`config.mk`:
```
export PLATFORM = sky130hd
export DESIGN_NAME = lpb_led_pwm_blink
export DESIGN_NICKNAME = d
export VERILOG_FILES = /design/src/verilog/lpb_pkg.sv /design/src/verilog/lpb_led_pwm_blink.sv
export SDC_FILE = /design/constraint.sdc
export NUM_CORES = 1
export LEC_CHECK = 0
export BUFFER_PORTS_ARGS = -buffer_cell sky130_fd_sc_hd__buf_2
export CAP_MARGIN = 0
export CORE_MARGIN = 2
export CORE_UTILIZATION = 34
export DETAILED_ROUTE_END_ITERATION = 10
export GPL_TIMING_DRIVEN = 0
export PLACE_DENSITY = 0.61
export SYNTH_ARGS = -nofsm -noshare
export SYNTH_HDL_FRONTEND = slang
export SYNTH_SLANG_ARGS = --single-unit
```
`constraint.sdc`:
```
create_clock -name mclk -period 2.17 [get_ports mclk]
set_clock_uncertainty 0.15 [all_clocks]
set_input_delay 0 -clock mclk [delete_from_list [all_inputs] [get_ports mclk]]
set_output_delay 0 -clock mclk [all_outputs]
set_load 0.05 [all_outputs]
```
`src/verilog/lpb_pkg.sv`:
```
package lpb_pkg;

  // Register addresses on the register port
  localparam logic [7:0] LPB_ADDR_PHASE_ZERO = 8'h02;
  localparam logic [7:0] LPB_ADDR_PHASE_ONE = 8'h0a;

  // Phase registers wake with every port released
  localparam logic [7:0] LPB_PHASE_RESET = 8'hff;
  localparam logic [7:0] LPB_RDATA_RESET = 8'h00;
  localparam logic [8:0] LPB_OE_N_RESET = 9'h1ff;

  // Intensity nibble coding
  localparam logic [3:0] LPB_NIBBLE_FULL = 4'hf;
  localparam logic [3:0] LPB_MASTER_OFF = 4'h0;

  // PWM frame: 15 master timeslots of 16 cycles each
  localparam logic [3:0] LPB_CYC_LAST = 4'hf;
  localparam logic [3:0] LPB_SLOT_LAST = 4'he;
  localparam logic [3:0] LPB_CNT_RESET = 4'h0;

  // PWM oscillator derived from the system clock
  localparam int LPB_MCLK_HZ = 20_000_000;
  localparam int LPB_OSC_HZ = 32_000;
  localparam int LPB_OSC_DIV = LPB_MCLK_HZ / LPB_OSC_HZ;
  localparam int LPB_DIV_W = 10;
  localparam logic [LPB_DIV_W-1:0] LPB_DIV_LAST =
    LPB_DIV_W'(LPB_OSC_DIV - 1);
  localparam logic [LPB_DIV_W-1:0] LPB_DIV_RESET = 10'h000;

endpackage

```
`src/verilog/lpb_led_pwm_blink.sv`:
```
`timescale 1ns/1ps
// Function
// - Blink off: phase-zero register drives outputs
// - Blink on: flip XOR pin picks phase
// - Period is 15 slots of 16 cycles
// - Master nibble gates 1 to 15 slots
// - Individual nibble below 15 acts only in gated slots
// - Setting 16/16 gives static phase level
// - Phase bit sets which duty end reached
// - Phase-zero register at 0x02, read/write
// - Phase-one register at 0x0A, read/write
// - Ninth nibble doubles as global setting
// - Global mode applies master+ninth to all
// - Global mode covers every output or none
// - Master nibble zero makes everything static
// - Global mode ignores individual intensity inputs
// - Bit one releases port, zero pulls low
// - PWM oscillator stops when PWM disabled
// - Reads return stored register, not pins
module lpb_led_pwm_blink
  import lpb_pkg::*;
#(
  // Last divider count; one PWM cycle lasts this plus one clocks
  parameter logic [LPB_DIV_W-1:0] OSC_DIV_LAST = LPB_DIV_LAST
)
(
  input wire logic mclk, // System clock, 20 MHz
  input wire logic rst_n, // Asynchronous reset
  input wire logic [7:0] reg_addr, // Register address
  input wire logic [7:0] reg_wdata, // Register write data
  input wire logic reg_wr, // Register write strobe
  input wire logic reg_rd, // Register read strobe
  output logic [7:0] reg_rdata, // Read data, next cycle
  input wire logic blink_en, // Blink enable flag
  input wire logic blink_flip, // Blink flip flag
  input wire logic blink_pin, // Blink input pin level
  input wire logic global_en, // Global intensity flag
  input wire logic ninth_phase_zero, // Ninth output, phase 0
  input wire logic ninth_phase_one, // Ninth output, phase 1
  input wire logic [7:0] master_ninth_intensity, // Master hi, ninth lo
  input wire logic [31:0] indiv_intensity, // Port n in bits 4n+3:4n
  input wire logic [7:0] general_ports_in, // Pin levels, not used here
  output logic [7:0] general_ports_out, // Pin drive value, always 0
  output logic [7:0] general_ports_oe_n, // Low pulls the pin low
  output logic interrupt_or_ninth_output_out, // Drive value, 0
  output logic interrupt_or_ninth_output_oe_n // Low pulls pin low
);

  ////////////////////////////////////////////////////////////////////
  // State

  typedef struct packed {
    logic [7:0] phase0;
    logic [7:0] phase1;
    logic [LPB_DIV_W-1:0] div;
    logic [3:0] cyc;
    logic [3:0] slot;
    logic [7:0] rdata;
    logic [8:0] oe_n;
  } lpb_state_t;

  lpb_state_t q;
  lpb_state_t d;

  logic [3:0] master_nib;
  logic [3:0] ninth_nib;
  logic pwm_on;
  logic tick;
  logic use_phase_one;
  logic gated;
  logic [8:0] sel_lvl;
  logic [8:0] lvl_d;

  ////////////////////////////////////////////////////////////////////
  // Per-output level decision

  // Full setting bypasses gating so a static output never glitches
  function automatic logic lpb_out_level(
    input logic lvl,
    input logic [3:0] n,
    input logic gate,
    input logic [3:0] cyc,
    input logic pwm
  );
    logic r;
    r = ~lvl; // Off-time holds the opposite level, also ungated
    if (!pwm || n == LPB_NIBBLE_FULL)
    begin
      r = lvl;
    end
    else if (gate && cyc <= n)
    begin
      r = lvl;
    end
    return r;
  endfunction

  ////////////////////////////////////////////////////////////////////
  // Phase selection and PWM gating

  assign master_nib = master_ninth_intensity[7:4];
  assign ninth_nib = master_ninth_intensity[3:0];
  // Master nibble zero turns the PWM off entirely
  assign pwm_on = (master_nib != LPB_MASTER_OFF);
  assign tick = pwm_on && (q.div == OSC_DIV_LAST);
  assign use_phase_one = blink_en && (blink_flip ^ blink_pin);
  // Slots 0..m-1 are gated, so m slots of 15 per period
  assign gated = (q.slot < master_nib);
  assign sel_lvl = use_phase_one ? {ninth_phase_one, q.phase1}
                                 : {ninth_phase_zero, q.phase0};

  // Global mode swaps every nibble for the ninth one, all or none
  always_comb
  begin
    logic [3:0] n;
    n = ninth_nib;
    lvl_d = '0;
    for (int i = 0; i < 8; i++)
    begin
      if (global_en)
      begin
        n = ninth_nib;
      end
      else
      begin
        n = indiv_intensity[4*i +: 4];
      end
      lvl_d[i] = lpb_out_level(sel_lvl[i], n, gated, q.cyc, pwm_on);
    end
    // Ninth output always runs on its own nibble, global or not
    lvl_d[8] = lpb_out_level(sel_lvl[8], ninth_nib, gated, q.cyc, pwm_on);
  end

  ////////////////////////////////////////////////////////////////////
  // Next state

  always_comb
  begin
    d = q;
    // Oscillator and counters rest at zero while PWM is off
    if (!pwm_on)
    begin
      d.div = LPB_DIV_RESET;
      d.cyc = LPB_CNT_RESET;
      d.slot = LPB_CNT_RESET;
    end
    else if (tick)
    begin
      d.div = LPB_DIV_RESET;
      if (q.cyc == LPB_CYC_LAST)
      begin
        d.cyc = LPB_CNT_RESET;
        if (q.slot == LPB_SLOT_LAST)
        begin
          d.slot = LPB_CNT_RESET;
        end
        else
        begin
          d.slot = q.slot + 4'h1;
        end
      end
      else
      begin
        d.cyc = q.cyc + 4'h1;
      end
    end
    else
    begin
      d.div = q.div + 10'h001;
    end
    // Register writes
    if (reg_wr)
    begin
      if (reg_addr == LPB_ADDR_PHASE_ZERO)
      begin
        d.phase0 = reg_wdata;
      end
      else if (reg_addr == LPB_ADDR_PHASE_ONE)
      begin
        d.phase1 = reg_wdata;
      end
    end
    // Reads show stored bits; pins may sit at any level
    if (reg_rd)
    begin
      if (reg_addr == LPB_ADDR_PHASE_ZERO)
      begin
        d.rdata = q.phase0;
      end
      else if (reg_addr == LPB_ADDR_PHASE_ONE)
      begin
        d.rdata = q.phase1;
      end
      else
      begin
        d.rdata = LPB_RDATA_RESET;
      end
    end
    // Level one releases the pin, zero sinks current
    d.oe_n = lvl_d;
  end

  ////////////////////////////////////////////////////////////////////
  // Registers

  always_ff @(posedge mclk or negedge rst_n)
  begin
    if (!rst_n)
    begin
      q.phase0 <= LPB_PHASE_RESET;
      q.phase1 <= LPB_PHASE_RESET;
      q.div <= LPB_DIV_RESET;
      q.cyc <= LPB_CNT_RESET;
      q.slot <= LPB_CNT_RESET;
      q.rdata <= LPB_RDATA_RESET;
      q.oe_n <= LPB_OE_N_RESET;
    end
    else
    begin
      q <= d;
    end
  end

  ////////////////////////////////////////////////////////////////////
  // Outputs

  // Open drain: the drive value is always low, enable does the work
  assign general_ports_out = 8'h00;
  assign general_ports_oe_n = q.oe_n[7:0];
  assign interrupt_or_ninth_output_out = 1'b0;
  assign interrupt_or_ninth_output_oe_n = q.oe_n[8];
  assign reg_rdata = q.rdata;

  ////////////////////////////////////////////////////////////////////
  // Assertions

  chk_blink_off_phase0: assert property (
    @(posedge mclk) disable iff (!rst_n)
    (!blink_en && !pwm_on) |=> (general_ports_oe_n == $past(q.phase0)))
  else $error("blink off did not use phase zero");

  chk_blink_on_select: assert property (
    @(posedge mclk) disable iff (!rst_n)
    (blink_en && (blink_flip ^ blink_pin) && !pwm_on)
    |=> (general_ports_oe_n == $past(q.phase1)))
  else $error("blink on did not use phase one");

  chk_period_wrap: assert property (
    @(posedge mclk) disable iff (!rst_n)
    (tick && q.cyc == 4'hf && q.slot == 4'he)
    |=> (q.cyc == 4'h0 && q.slot == 4'h0))
  else $error("pwm period did not wrap after 240 steps");

  chk_ungated_off: assert property (
    @(posedge mclk) disable iff (!rst_n)
    (pwm_on && !global_en && q.slot >= master_nib
     && indiv_intensity[3:0] != 4'hf)
    |=> (general_ports_oe_n[0] == !$past(sel_lvl[0])))
  else $error("ungated slot did not hold off level");

  chk_gated_on: assert property (
    @(posedge mclk) disable iff (!rst_n)
    (pwm_on && !global_en && q.slot < master_nib
     && q.cyc <= indiv_intensity[3:0])
    |=> (general_ports_oe_n[0] == $past(sel_lvl[0])))
  else $error("gated on time lost phase level");

  chk_full_static: assert property (
    @(posedge mclk) disable iff (!rst_n)
    (pwm_on && !global_en && indiv_intensity[7:4] == 4'hf)
    |=> (general_ports_oe_n[1] == $past(sel_lvl[1])))
  else $error("full setting was not static");

  chk_global_all: assert property (
    @(posedge mclk) disable iff (!rst_n)
    (pwm_on && global_en && ninth_nib == 4'hf)
    |=> (q.oe_n == $past(sel_lvl)))
  else $error("global full setting not applied to all");

  chk_osc_stop: assert property (
    @(posedge mclk) disable iff (!rst_n)
    !pwm_on |=> (q.div == 10'h000 && q.slot == 4'h0))
  else $error("pwm oscillator ran while disabled");

  chk_read_stored: assert property (
    @(posedge mclk) disable iff (!rst_n)
    (reg_rd && reg_addr == 8'h0a) |=> (reg_rdata == $past(q.phase1)))
  else $error("phase one read did not return stored value");

  chk_write_lands: assert property (
    @(posedge mclk) disable iff (!rst_n)
    (reg_wr && reg_addr == 8'h02) |=> (q.phase0 == $past(reg_wdata)))
  else $error("phase zero write did not land");

  chk_gated_off_time: assert property (
    @(posedge mclk) disable iff (!rst_n)
    (pwm_on && !global_en && q.slot < master_nib
     && q.cyc > indiv_intensity[3:0])
    |=> (general_ports_oe_n[0] == !$past(sel_lvl[0])))
  else $error("gated off time kept phase level");

  chk_global_pwm: assert property (
    @(posedge mclk) disable iff (!rst_n)
    (pwm_on && global_en && q.slot < master_nib && q.cyc > ninth_nib)
    |=> (q.oe_n == ~$past(sel_lvl)))
  else $error("global off time not applied to all");

endmodule

```
; ---- Word-level counts from Yosys, hierarchy flattened
; Index checks and enable logic that the tools add are counted.
; W data, S select, Z words.
[totals]
reg_bits = 51
elab_cells = 107
output_inout_bits = 26
[op_classes]
muxes = 35
add_sub_neg = 3
order_cmp = 10
bitwise_logic = 11
reduce_logical = 25
n_eq_ne = 16
[ops]
columns = operator, n
row1 = $eq A4 B4 Y1 const B, 11
row2 = $mux W4, 11
row3 = $le A4 B4 Y1, 9
row4 = $mux W8, 3
row5 = $mux W1, 18
row6 = $mux W18, 1
row7 = $logic_and A1 B1 Y1, 11
row8 = $add A10 B1 Y10 const B, 1
row9 = $eq A10 B10 Y1 const B, 1
row10 = $mux W10, 1
row11 = $not A1 Y1, 10
row12 = $logic_or A1 B1 Y1, 9
row13 = $mux W9, 1
row14 = $add A4 B1 Y4 const B, 2
row15 = $eq A8 B2 Y1 const B, 1
row16 = $eq A8 B4 Y1 const B, 1
row17 = $lt A4 B4 Y1, 1
row18 = $ne A2 B1 Y1 const B, 2
row19 = $reduce_and A2 Y1, 2
row20 = $reduce_bool A4 Y1, 1
row21 = $reduce_and A3 Y1, 1
row22 = $logic_not A1 Y1, 1
row23 = $xor A1 B1 Y1, 1

; ---- Depth between registers and ports, before layout
; Gate-level depths: netlist (run 1).
[logic_depth]
depth_word = 6
mapped_depth = 11
mapped_depth_nobuf = 10

; ---- Worst setup path before layout (run 1)
; Ideal clock, no wire load.
[synth_path]
path_type = register -> register
start = register q[25] in the netlist's numbering
end = register q[20] in the netlist's numbering
path_stages_with_launch = 10
setup_time_ns = 0.080
t_required_ns = 1.940
arrival_time_ns = 1.861
setup_slack_ns = 0.078
cell_sequence = dfrtp_1 -> inv_1 -> ha_1 -> nand2_1 -> nor3_1 -> nand4_2 -> o21ba_1 -> buf_6 -> or4_4 -> o211ai_2
[synth_via]
elab_chain_cells = 4
[synth_lines]
columns = element, line_no
row1 = start: declaration, lpb_led_pwm_blink.sv:62  ; lpb_state_t q;
row2 = $eq A10 B10 Y1, lpb_led_pwm_blink.sv:105  ; assign tick = pwm_on && (q.div == OSC_DIV_LAST);
row3 = $logic_and A1 B1 Y1, lpb_led_pwm_blink.sv:105
row4 = $ne A2 B1 Y1 (no line), --
row5 = $reduce_and A2 Y1 (no line), --
; Every way passes these cells.
; A chain may end at the register's enable or synchronous reset.

; ---- Worst setup path in the final report (run 1)
; Ends and elaborated chain as after synthesis.

==> out/results.env, run 1 <==
GRT_MAX_DEGREE=52
POSTLAYOUTSETUPSLACKWORST_NS=0.1011
DRTPASS1ITERATIONS=4
CP-END-KIND='flip-flop'
WORST_PATH_ARRIVAL_NS=2.16
PLACEMENT.IO_BUFFERS=81
LEAKAGE_DISSIPATION_uW=0.002315
GRT_USAGE_PCT=15.74
LARGEST_DRIVER_FANOUT_ON_THE_CRITICAL_PATH=8
FP.COREAREA_UM2=10890
TOTALWIRELENGTH_UM=9208
IO_PINS=100
HOLD_SLACK_NS=0.008388
FINAL_SETUP_VIO_COUNT=0
DP_WORST_SETUP_SLACK_NS=-0.1062
RELSLEWSLACK_PCT=25.30
SYNTHESIS.INSTANCES=401
P_PER_AREA_nW_PER_UM2=686.2
GRT_PASS1_WL_UM=14910
YOSYSWARNINGS=0
SYNTH_AREA_LEADERS='sky130_fd_sc_hd__dfstp_2 17%, sky130_fd_sc_hd__dfrtp_1 17%, sky130_fd_sc_hd__ha_1 14%'
PLACE.GP.CONGESTION=0.7984
TIMING.RR.START='q[25]'
FIRST_ITER_VIOLATIONS=179
GRT.OVERFLOW.TOTAL=0
START_UTIL_PCT=35.12
DIE_AREA_UM2=12110
FINAL_NUMBER_OF_HOLD_VIOLATING_ENDPOINTS=0
SYNTHESIS.AREA_PER_INSTANCE_UM2=9.535
AREA_GROWTH_PCT=23.59
STATUS='finished clean'
DOMINANTREGCELLSYNTH='sky130_fd_sc_hd__dfrtp_1'
N_ANTENNA_CELL=0
POSTLAYOUTCELLAREA_UM2=4726
SYNTH-EDFF-COUNT=0
CLKSLEWWORSTSETUPHOLDPATHS_NS=0.10
ANTENNA_FOUND_INITIAL=0
PLACE_HPWL_UM=6968
FLOORPLAN.DIE.HEIGHT_UM=110.0
PLACED_CELL_AREA_UM2=4434
CTS_MADE_BUFFERS=5
SYNTHDOMINANTCELLAREASHARE_PCT=17.18
WORSTSETUPENDPOINT='q[20]'
SEQ_AREA_FRAC_SYNTH_PCT=34.20
CTS.SINK_COUNT=51
POSTROUTEANTENNANETS=0
START_POINT_OF_THE_CRITICAL_PATH='q[25]'
NETLIST_CELL_TYPES=52
SYNTH_SEQ_CELLS=51
WHS_PATH_DEPTH=3
FINALPOWER_uW=3243
YOSYS.AREA.TOP_TYPE='sky130_fd_sc_hd__dfstp_2'
NETLIST_AREA_UM2=3824
WORST_IR_DROP_VDD_uV=442.8
MIN_PATH_TYPE='input pin to flip-flop'
FINAL.PERIOD_UTILIZATION_PCT=95.34
MAXSLEWVIOLCOUNT=0
NETS_FINAL=631
TIMING.FMAX_GHz=0.4834
WORST_SKEW_PAIR.LATE_LATENCY_NS=0.31
CTS-HTREE-LEVELS=2
WORST_SLEW_PIN_SLEW_NS=1.120
R2R_CELLS=9
WORST-ENDPOINT-REQUIRED_NS=2.26
HP-START='reg_wr'
WORST_R2R_ENDPOINT='q[20]'
CAP_VIOLATIONS=0
VIAS_PER_CELL=5.008
CLOCK-ROOT-BUFFER='sky130_fd_sc_hd__clkbuf_8'
MAX-CLOCK-PATH-BUFFERS=2
CRIT_PATH_START_KIND='flip-flop'
SYNTH_ASYNC_SR_FLOP_SHARE_PCT=100.0
REGTOREGSETUPSLACK_NS=0.10
PERIOD_NEEDED_NS=2.069
DETAIL_ROUTE.WL_PER_CELL_UM=14.08
SETUP.WORST_PATH.CLASS='flip-flop to flip-flop'
FLOORPLAN.DIE.WIDTH_UM=110.0
DETAIL_ROUTE.DRC_VIOLATIONS=0
DETAILROUTE.VIA_COUNT=3275
POST_ROUTE_CELLS_DRIVE_ABOVE_1_SHARE_PCT=35.02
GRT_PASS1_VIAS=3165
CORE.ROWCOUNT=38
CTS_TREE='built'
report_power, final:
part / switching (uW) / internal, uW / total (uW)
combinational: 762 / 505 / 1270
clock: 314 / 344 / 657
sequential: 153 / 1170 / 1320
total: 1230 / 2010 / 3240
stage by stage:
stage          cells  utilization [%]  TNS [ns]
2_1_floorplan    409                -         0
3_3_place_gp     630            40.73   -0.2881
3_5_place_dp     630            40.73   -0.3767
4_1_cts          654            43.25         0
5_1_grt          654            43.40  -0.02389
6_report         654            43.40         0
cell families after synthesis:
logic type / Yosys count / synth area share [%]
fa+ha+maj: 44 / 14.40
compound gates: 99 / 15.28
other cells: 1 / 0.09807
mux: 26 / 7.330
simple gates: 96 / 14.92
flops: 51 / 34.19
buf+inv: 65 / 9.424
xor+xnor: 19 / 4.352
state kept, by name, summed over array words and instances (netlist names):
name                            flops
interrupt_or_ninth_output_oe_n      1
general_ports_oe_n                  8
q                                  34
reg_rdata                           8
routing by layer:
layer  share of wire, %  track usage (%)  vias up
met5                  0                0        -
met4                2.5            5.515        0
met3                4.9            2.822       20
met2                 50            27.21       76
met1                 42            19.63     1558
li1                   -                -     1621
worst max-delay path, cell delays in order (launching register included):
cell and delay (ns):
sky130_fd_sc_hd__dfrtp_1 0.42, sky130_fd_sc_hd__inv_1 0.07, sky130_fd_sc_hd__ha_1 0.14, sky130_fd_sc_hd__nand2_1 0.07, sky130_fd_sc_hd__nor3_2 0.15, sky130_fd_sc_hd__nand4_2 0.11, sky130_fd_sc_hd__o21ba_1 0.21, sky130_fd_sc_hd__buf_6 0.13
sky130_fd_sc_hd__or4_4 0.47, sky130_fd_sc_hd__o211ai_2 0.08
cells in the mapped netlist (all sizes together) (2+ instances only):
master  number
a21oi       68
ha          44
buf         29
inv         29
dfrtp       26
nor2        26
dfstp       25
mux2        16
nand2       16
xnor2       14
o21ai       12
nor3        11
mux2i       10
nand4        9
a22oi        8
nand3        8
nor4         8
clkbuf       7
xor2         5
a21o         4
nor4b        3
and2         2
and3         2
nand3b       2
o211ai       2
cells in the final DEF, fill, tap and decap left out, types with 2 or more instances in the layout:
master	Yosys	layout
sky130_fd_sc_hd__buf_4	25	27
sky130_fd_sc_hd__clkbuf_1	7	6
sky130_fd_sc_hd__buf_6	3	3
sky130_fd_sc_hd__dfrtp_1	26	25
sky130_fd_sc_hd__nor2_1	26	26
sky130_fd_sc_hd__nand3_1	7	7
sky130_fd_sc_hd__a21o_1	4	4
sky130_fd_sc_hd__a21oi_2	8	8
sky130_fd_sc_hd__a22oi_1	8	8
sky130_fd_sc_hd__nor4_4	2	2
sky130_fd_sc_hd__and3_1	2	2
sky130_fd_sc_hd__clkbuf_8	0	5
sky130_fd_sc_hd__nor4b_1	3	3
sky130_fd_sc_hd__buf_2	0	81
sky130_fd_sc_hd__nor3_1	11	10
sky130_fd_sc_hd__nand2_1	16	16
sky130_fd_sc_hd__ha_1	44	44
sky130_fd_sc_hd__dfstp_2	25	25
sky130_fd_sc_hd__xnor2_1	14	14
sky130_fd_sc_hd__nand4_1	8	8
sky130_fd_sc_hd__nor4_1	6	6
sky130_fd_sc_hd__dlygate4sd3_1	0	15
sky130_fd_sc_hd__inv_1	28	28
sky130_fd_sc_hd__mux2_1	4	4
sky130_fd_sc_hd__mux2i_1	10	10
sky130_fd_sc_hd__mux2_2	12	12
sky130_fd_sc_hd__a21oi_1	60	60
sky130_fd_sc_hd__conb_1	1	9
sky130_fd_sc_hd__xor2_1	5	5
sky130_fd_sc_hd__o21ai_0	11	11
worst min-delay path by stage:
stage	slack, ns	to
after floorplan	-0.45	q[17]
after global placement	0.08	q[49]
after detailed placement	0.08	q[49]
after CTS	0.001	q[49]
after global routing	0.01	q[41]
final	0.008	q[49]
cell type report:
type                    count  area (um2)
clock buffers               5       68.82
multi-input cells         293        2202
repair buffers             98       570.5
clock inverters             3       43.79
inverters                  29       108.9
fillers                  1041        6162
plain buffers              35       247.7
flip-flops and latches     51        1309
well taps                 140       175.2
repair_timing:
action,4_1_cts,5_1_grt
pin swaps,1,0
gates cloned,0,0
resized for setup,2,2
buffers inserted,1,1
endpoints found under the setup margin,7,14
hold buffers,15,0
endpoints found under the hold margin,49,0
(Power assumes the default switching activity.)
==> run 2, diff against run 1 <==
--- a/config.mk
+++ b/config.mk
@@ -11,7 +11,7 @@
 export CORE_UTILIZATION = 34
 export DETAILED_ROUTE_END_ITERATION = 10
 export GPL_TIMING_DRIVEN = 0
-export PLACE_DENSITY = 0.61
+export PLACE_DENSITY_LB_ADDON = 0.25
 export SYNTH_ARGS = -nofsm -noshare
 export SYNTH_HDL_FRONTEND = slang
 export SYNTH_SLANG_ARGS = --single-unit
==> out/results.env, run 2 (synthesized netlist as in run 1, its figures left out) <==
FLOORPLAN.DIE.WIDTH_UM=110.0
DETAILROUTE.VIA_COUNT=3243
PLACEMENT.IO_BUFFERS=81
STORAGE_ELEMENT_AREA_UM2=1310
POSTROUTEANTENNANETS=0
GRT_PASS1_WL_UM=15370
CRIT_PATH_START_KIND='flip-flop'
PLACE_HPWL_UM=7037
M1WIRELENGTH_UM=4033
REGISTER_NAME_WITH_THE_MOST_FLOPS='q'
CORE.ROWCOUNT=38
LARGEST_REG_FLOPS=34
FLOORPLAN.DIE.HEIGHT_UM=110.0
IO_PINS=100
FINAL.PERIOD_UTILIZATION_PCT=94.65
CTS-HTREE-LEVELS=2
ANTENNA_FOUND_INITIAL=0
CTS.SINK_COUNT=51
FINAL_UTIL_PCT=43.45
VIOLATIONS='negative hold slack'
CTS_MADE_BUFFERS=5
WORST_PATH_ARRIVAL_NS=2.14
TOTALNEGATIVESETUPSLACK_NS=0
WORST_IR_DROP_VDD_uV=434.1
CTS_TREE='built'
START_POINT_OF_THE_CRITICAL_PATH='q[25]'
GRT.OVERFLOW.TOTAL=0
MOSTFREQUENTLAYOUTCELLS='81 x sky130_fd_sc_hd__buf_2, 60 x sky130_fd_sc_hd__a21oi_1, 44 x sky130_fd_sc_hd__ha_1, 28 x sky130_fd_sc_hd__buf_4, 27 x sky130_fd_sc_hd__inv_1'
CLOCK-ROOT-BUFFER='sky130_fd_sc_hd__clkbuf_8'
TOTALWIRELENGTH_UM=9345
DETAIL_ROUTE.DRC_VIOLATIONS=0
MAXSLEWVIOLCOUNT=0
POSTLAYOUTCELLAREA_UM2=4731
FINAL_SETUP_VIO_COUNT=0
N_ANTENNA_CELL=0
FP.COREAREA_UM2=10890
CAP_VIOLATIONS=0
PLACED_CELL_AREA_UM2=4434
STATUS='finished with violations'
CP-END-KIND='flip-flop'
POSTLAYOUTSETUPSLACKWORST_NS=0.1161
AREA_GROWTH_PCT=23.72
DP_WORST_SETUP_SLACK_NS=-0.1260
WORST_SLEW_PIN_SLEW_NS=1.129
MAX-CLOCK-PATH-BUFFERS=2
GRT_MAX_DEGREE=52
DETAIL_ROUTE.WL_PER_CELL_UM=14.27
FILL_CELLS=1116
CLKSLEWWORSTSETUPHOLDPATHS_NS=0.11
TIMING.RR.START='q[25]'
REGTOREGSETUPSLACK_NS=0.12
LEAKAGE_DISSIPATION_uW=0.002312
START_UTIL_PCT=35.12
DRTPASS1ITERATIONS=4
GRT_PASS1_VIAS=3331
TIMING.FMAX_GHz=0.4869
HIGHEST-SIGNAL-LAYER='met4'
LAYOUT.CELLS.MOST_COMMON='sky130_fd_sc_hd__buf_2'
HOLD_SLACK_NS=-0.001837
VIAS_PER_CELL=4.951
FINAL_NUMBER_OF_HOLD_VIOLATING_ENDPOINTS=2
FINALPOWER_uW=3170
MULTI_INPUT_AREA_UM2=2212
RELSLEWSLACK_PCT=24.75
WORST_SKEW_PAIR.LATE_LATENCY_NS=0.32
GRT_USAGE_PCT=16.15
MIN_PATH_TYPE='input pin to flip-flop'
HP-START='reg_wr'
LARGEST_DRIVER_FANOUT_ON_THE_CRITICAL_PATH=8
SETUP.WORST_PATH.CLASS='flip-flop to flip-flop'
P_PER_AREA_nW_PER_UM2=670.0
ROUTE.MET3.WL_UM=439
DIE_AREA_UM2=12110
FIRST_ITER_VIOLATIONS=133
WORST-ENDPOINT-REQUIRED_NS=2.26
PERIOD_NEEDED_NS=2.054
PLACE.GP.CONGESTION=0.7925
ROUTE.MET2.WL_UM=4771
NETS_FINAL=632
POST_ROUTE_CELLS_DRIVE_ABOVE_1_SHARE_PCT=35.92
[run 2: changes by cell type in the layout (fill, tap and decap cells not counted), sizes merged]
cell      before  now
buf          112  113
bufinv         1    0
clkinv         2    1
clkinvlp       0    1
inv           29   30
[run 2: final timing paths]
path	cells after the start	end
min reg2reg	1	q[25]
max reg2reg	9	q[20]
max in group asynchronous	2	q[24]
min	3	q[48]
min in group asynchronous	2	q[25]
max	9	q[20]
[run 2: metal layers]
| layer | vias to the layer above | track usage [%] |
|---|---|---|
| li1 | 1620 | - |
| met1 | 1549 | 20.26 |
| met2 | 66 | 28.97 |
| met3 | 8 | 2.293 |
| met5 | - | 0 |
| met4 | 0 | 4.159 |
[run 2: report_power, final]
part	leakage [uW]	internal (uW)	switching, uW
registers	0.000588	1170	151
logic	0.00167	504	757
clock network	0.0000491	238	353
total	0.00231	1910	1260
[run 2: timing repair]
action | in CTS | in global routing
hold endpoints to repair | 49 | 0
buffers inserted | 1 | 2
gates cloned | 0 | 0
pin swaps | 1 | 0
gates resized for setup | 2 | 6
hold buffers | 15 | 0
endpoints found under the setup margin | 8 | 15
[run 2: cell type report]
class / count / share of cell area, %
clock buffer: 5 / 1.455
clock inverter: 3 / 0.5554
multi-input combinational: 293 / 46.76
inverter: 29 / 2.380
tap: 140 / 3.703
buffer: 35 / 5.237
timing repair buffer: 99 / 12.22
sequential: 51 / 27.69
[run 2: worst max-delay path: stages (launching register included)]
cell and delay (ns):
sky130_fd_sc_hd__dfrtp_1 0.43, sky130_fd_sc_hd__inv_1 0.07, sky130_fd_sc_hd__ha_1 0.13, sky130_fd_sc_hd__nand2_1 0.06, sky130_fd_sc_hd__nor3_2 0.13, sky130_fd_sc_hd__nand4_2 0.11, sky130_fd_sc_hd__o21ba_1 0.21, sky130_fd_sc_hd__buf_6 0.13
sky130_fd_sc_hd__or4_4 0.48, sky130_fd_sc_hd__o211ai_2 0.08
[run 2: metrics by stage]
step | hold WS, ns | cells
final | -0.001837 | 655
after global routing | 0.01193 | 655
after CTS | 0.005969 | 654
after detailed placement | 0.08193 | 630
after global placement | 0.08053 | 630
after floorplan | -0.4456 | 409
==> run 3, diff against run 2 <==
==> constraint.sdc (replaced) <==
create_clock -name mclk -period 2.17 [get_ports mclk]
set_clock_uncertainty 0.15 [all_clocks]
set_input_delay 0.434 -clock mclk [delete_from_list [all_inputs] [get_ports mclk]]
set_output_delay 0.434 -clock mclk [all_outputs]
set_load 0.05 [all_outputs]
==> out/results.env, run 3 (synthesized netlist as in run 1, its figures left out) <==
FILL_CELLS=1125
FIRST_ITER_VIOLATIONS=108
N_ANTENNA_CELL=0
PLACE_HPWL_UM=7037
AREA_GROWTH_PCT=20.48
FINALPOWER_uW=3153
CPLARGESTDELAYFAMILY='simple AND/OR/NAND/NOR gates'
MAXSLEWVIOLCOUNT=0
ANTENNA_FOUND_INITIAL=0
PLACEMENT.IO_BUFFERS=81
FINAL.PERIOD_UTILIZATION_PCT=94.69
WORST_PATH_ARRIVAL_NS=2.15
MIN_PATH_TYPE='input pin to asynchronous set/reset pin'
FLOORPLAN.DIE.HEIGHT_UM=110.0
REGTOREGSETUPSLACK_NS=0.12
FP.COREAREA_UM2=10890
GRT_MAX_DEGREE=52
LARGEST_DRIVER_FANOUT_ON_THE_CRITICAL_PATH=12
TIMING.RR.START='q[22]'
FINAL_NUMBER_OF_HOLD_VIOLATING_ENDPOINTS=0
GRT_PASS1_WL_UM=15220
GRT.OVERFLOW.TOTAL=0
MOSTFREQUENTLAYOUTCELLS='81 x sky130_fd_sc_hd__buf_2, 59 x sky130_fd_sc_hd__a21oi_1, 44 x sky130_fd_sc_hd__ha_1, 29 x sky130_fd_sc_hd__buf_4, 28 x sky130_fd_sc_hd__inv_1'
P_PER_AREA_nW_PER_UM2=684.4
RELSLEWSLACK_PCT=24.96
DRTPASS1ITERATIONS=4
GRT_USAGE_PCT=16.01
MAX-CLOCK-PATH-BUFFERS=2
VIAS_PER_CELL=4.997
NETS_FINAL=614
TOTALWIRELENGTH_UM=9244
TIMING.FMAX_GHz=0.4867
CTS_MADE_BUFFERS=5
IO_PINS=100
DIE_AREA_UM2=12110
CAP_VIOLATIONS=0
LARGEST_REG_FLOPS=34
CTS.SINK_COUNT=51
POST_ROUTE_CELLS_DRIVE_ABOVE_1_SHARE_PCT=38.43
WORST_SKEW_PAIR.LATE_LATENCY_NS=0.32
LAYOUT.CELLS.MOST_COMMON='sky130_fd_sc_hd__buf_2'
PLACE.GP.CONGESTION=0.7925
CLOCK-ROOT-BUFFER='sky130_fd_sc_hd__clkbuf_8'
DETAIL_ROUTE.WL_PER_CELL_UM=14.51
DETAIL_ROUTE.DRC_VIOLATIONS=0
WORST_SLEW_PIN_SLEW_NS=1.126
FLOORPLAN.DIE.WIDTH_UM=110.0
CP-END-KIND='flip-flop'
FINAL_SETUP_VIO_COUNT=0
HOLD_SLACK_NS=0.1792
TIMING.CRITICAL_PATH.BUF_INV=1
GRT_PASS1_VIAS=3280
SETUP.WORST_PATH.CLASS='flip-flop to flip-flop'
CTS_TREE='built'
REGISTER_NAME_WITH_THE_MOST_FLOPS='q'
CRITPATHMAXSTAGEDELAY_NS=0.57
CTS.HOLD.BUFFERS_ADDED=0
CLKSLEWWORSTSETUPHOLDPATHS_NS=0.10
WORST_R2R_ENDPOINT='q[20]'
PERIOD_NEEDED_NS=2.055
LEAKAGE_DISSIPATION_uW=0.002265
CRIT_SLOWEST_CELL='sky130_fd_sc_hd__dfrtp_2'
WORST-ENDPOINT-REQUIRED_NS=2.26
STATUS='finished clean'
WORST_IR_DROP_VDD_uV=432.3
R2R_CELLS=6
POSTROUTEANTENNANETS=0
CTS-HTREE-LEVELS=2
FINAL_UTIL_PCT=42.31
CP_CELL_SEQUENCE='ha_1 -> nand3_1 -> o21ba_1 -> buf_6 -> or4_4 -> o211ai_2'
START_UTIL_PCT=35.12
CORE.ROWCOUNT=38
CRIT_PATH_START_KIND='flip-flop'
DETAILROUTE.VIA_COUNT=3183
==> run 3: cell types whose count changed in the layout (fill, tap and decap cells not counted), sizes merged <==
cell,change
buf,+1
clkbuf,-4
clkinvlp,-1
dlygate4sd3,-15
inv,+1
==> run 3: power breakdown <==
group	leakage, uW	switching [uW]	internal (uW)
clock network	0.0000491	353	238
logic	0.00163	754	491
registers	0.000590	151	1170
total	0.00227	1260	1900
==> run 3: per-stage QoR <==
step / TNS [ns] / worst slack [ns] / area [um2] / std cells
floorplan: 0 / 0.07838 / 3854 / 409
global placement: -4.033 / -0.5313 / 4434 / 630
detailed placement: -4.668 / -0.5272 / 4434 / 630
CTS: 0 / 0.03572 / 4558 / 639
global route: -0.02764 / -0.01700 / 4607 / 637
finish: 0 / 0.1153 / 4607 / 637
==> run 3: worst max-delay path by stage <==
stage | startpoint | to | depth (start not counted)
3_5_place_dp | global_en | general_ports_oe_n[1] | 10
4_1_cts | global_en | general_ports_oe_n[0] | 10
5_1_grt | q[25] | q[20] | 9
6_report | q[22] | q[20] | 6
3_3_place_gp | global_en | general_ports_oe_n[1] | 10
2_1_floorplan | q[25] | q[20] | 9
==> run 3: layer usage <==
layer,vias up,part of all wire [%],global-route usage (%)
met5,-,0,0
met4,0,1.2,3.617
met3,11,4.8,2.410
met2,75,51,28.97
met1,1510,43,20.01
li1,1587,-,-
==> run 3: area by class of cell <==
type	count	area, um2	area share [%]
Buffer	34	255.2	5.540
Sequential cell	51	1309	28.41
Tap cell	140	175.2	3.802
Multi-Input combinational cell	293	2248	48.81
Inverter	29	111.4	2.417
Clock buffer	5	68.82	1.494
Clock inverter	3	26.28	0.5703
Timing Repair Buffer	82	412.9	8.963
==> run 3: what timing repair did <==
action / CTS / global route
resized for setup: 9 / 19
setup endpoints to repair: 10 / 19
gates cloned: 0 / 0
buffers inserted: 1 / 0
pin swaps: 1 / 2
==> run 3: worst register-to-register path, stage by stage, from the launching register on <==
cell and delay [ns]:
sky130_fd_sc_hd__dfrtp_2 0.57, sky130_fd_sc_hd__ha_1 0.26, sky130_fd_sc_hd__nand3_1 0.11, sky130_fd_sc_hd__o21ba_1 0.22, sky130_fd_sc_hd__buf_6 0.13, sky130_fd_sc_hd__or4_4 0.48, sky130_fd_sc_hd__o211ai_2 0.08
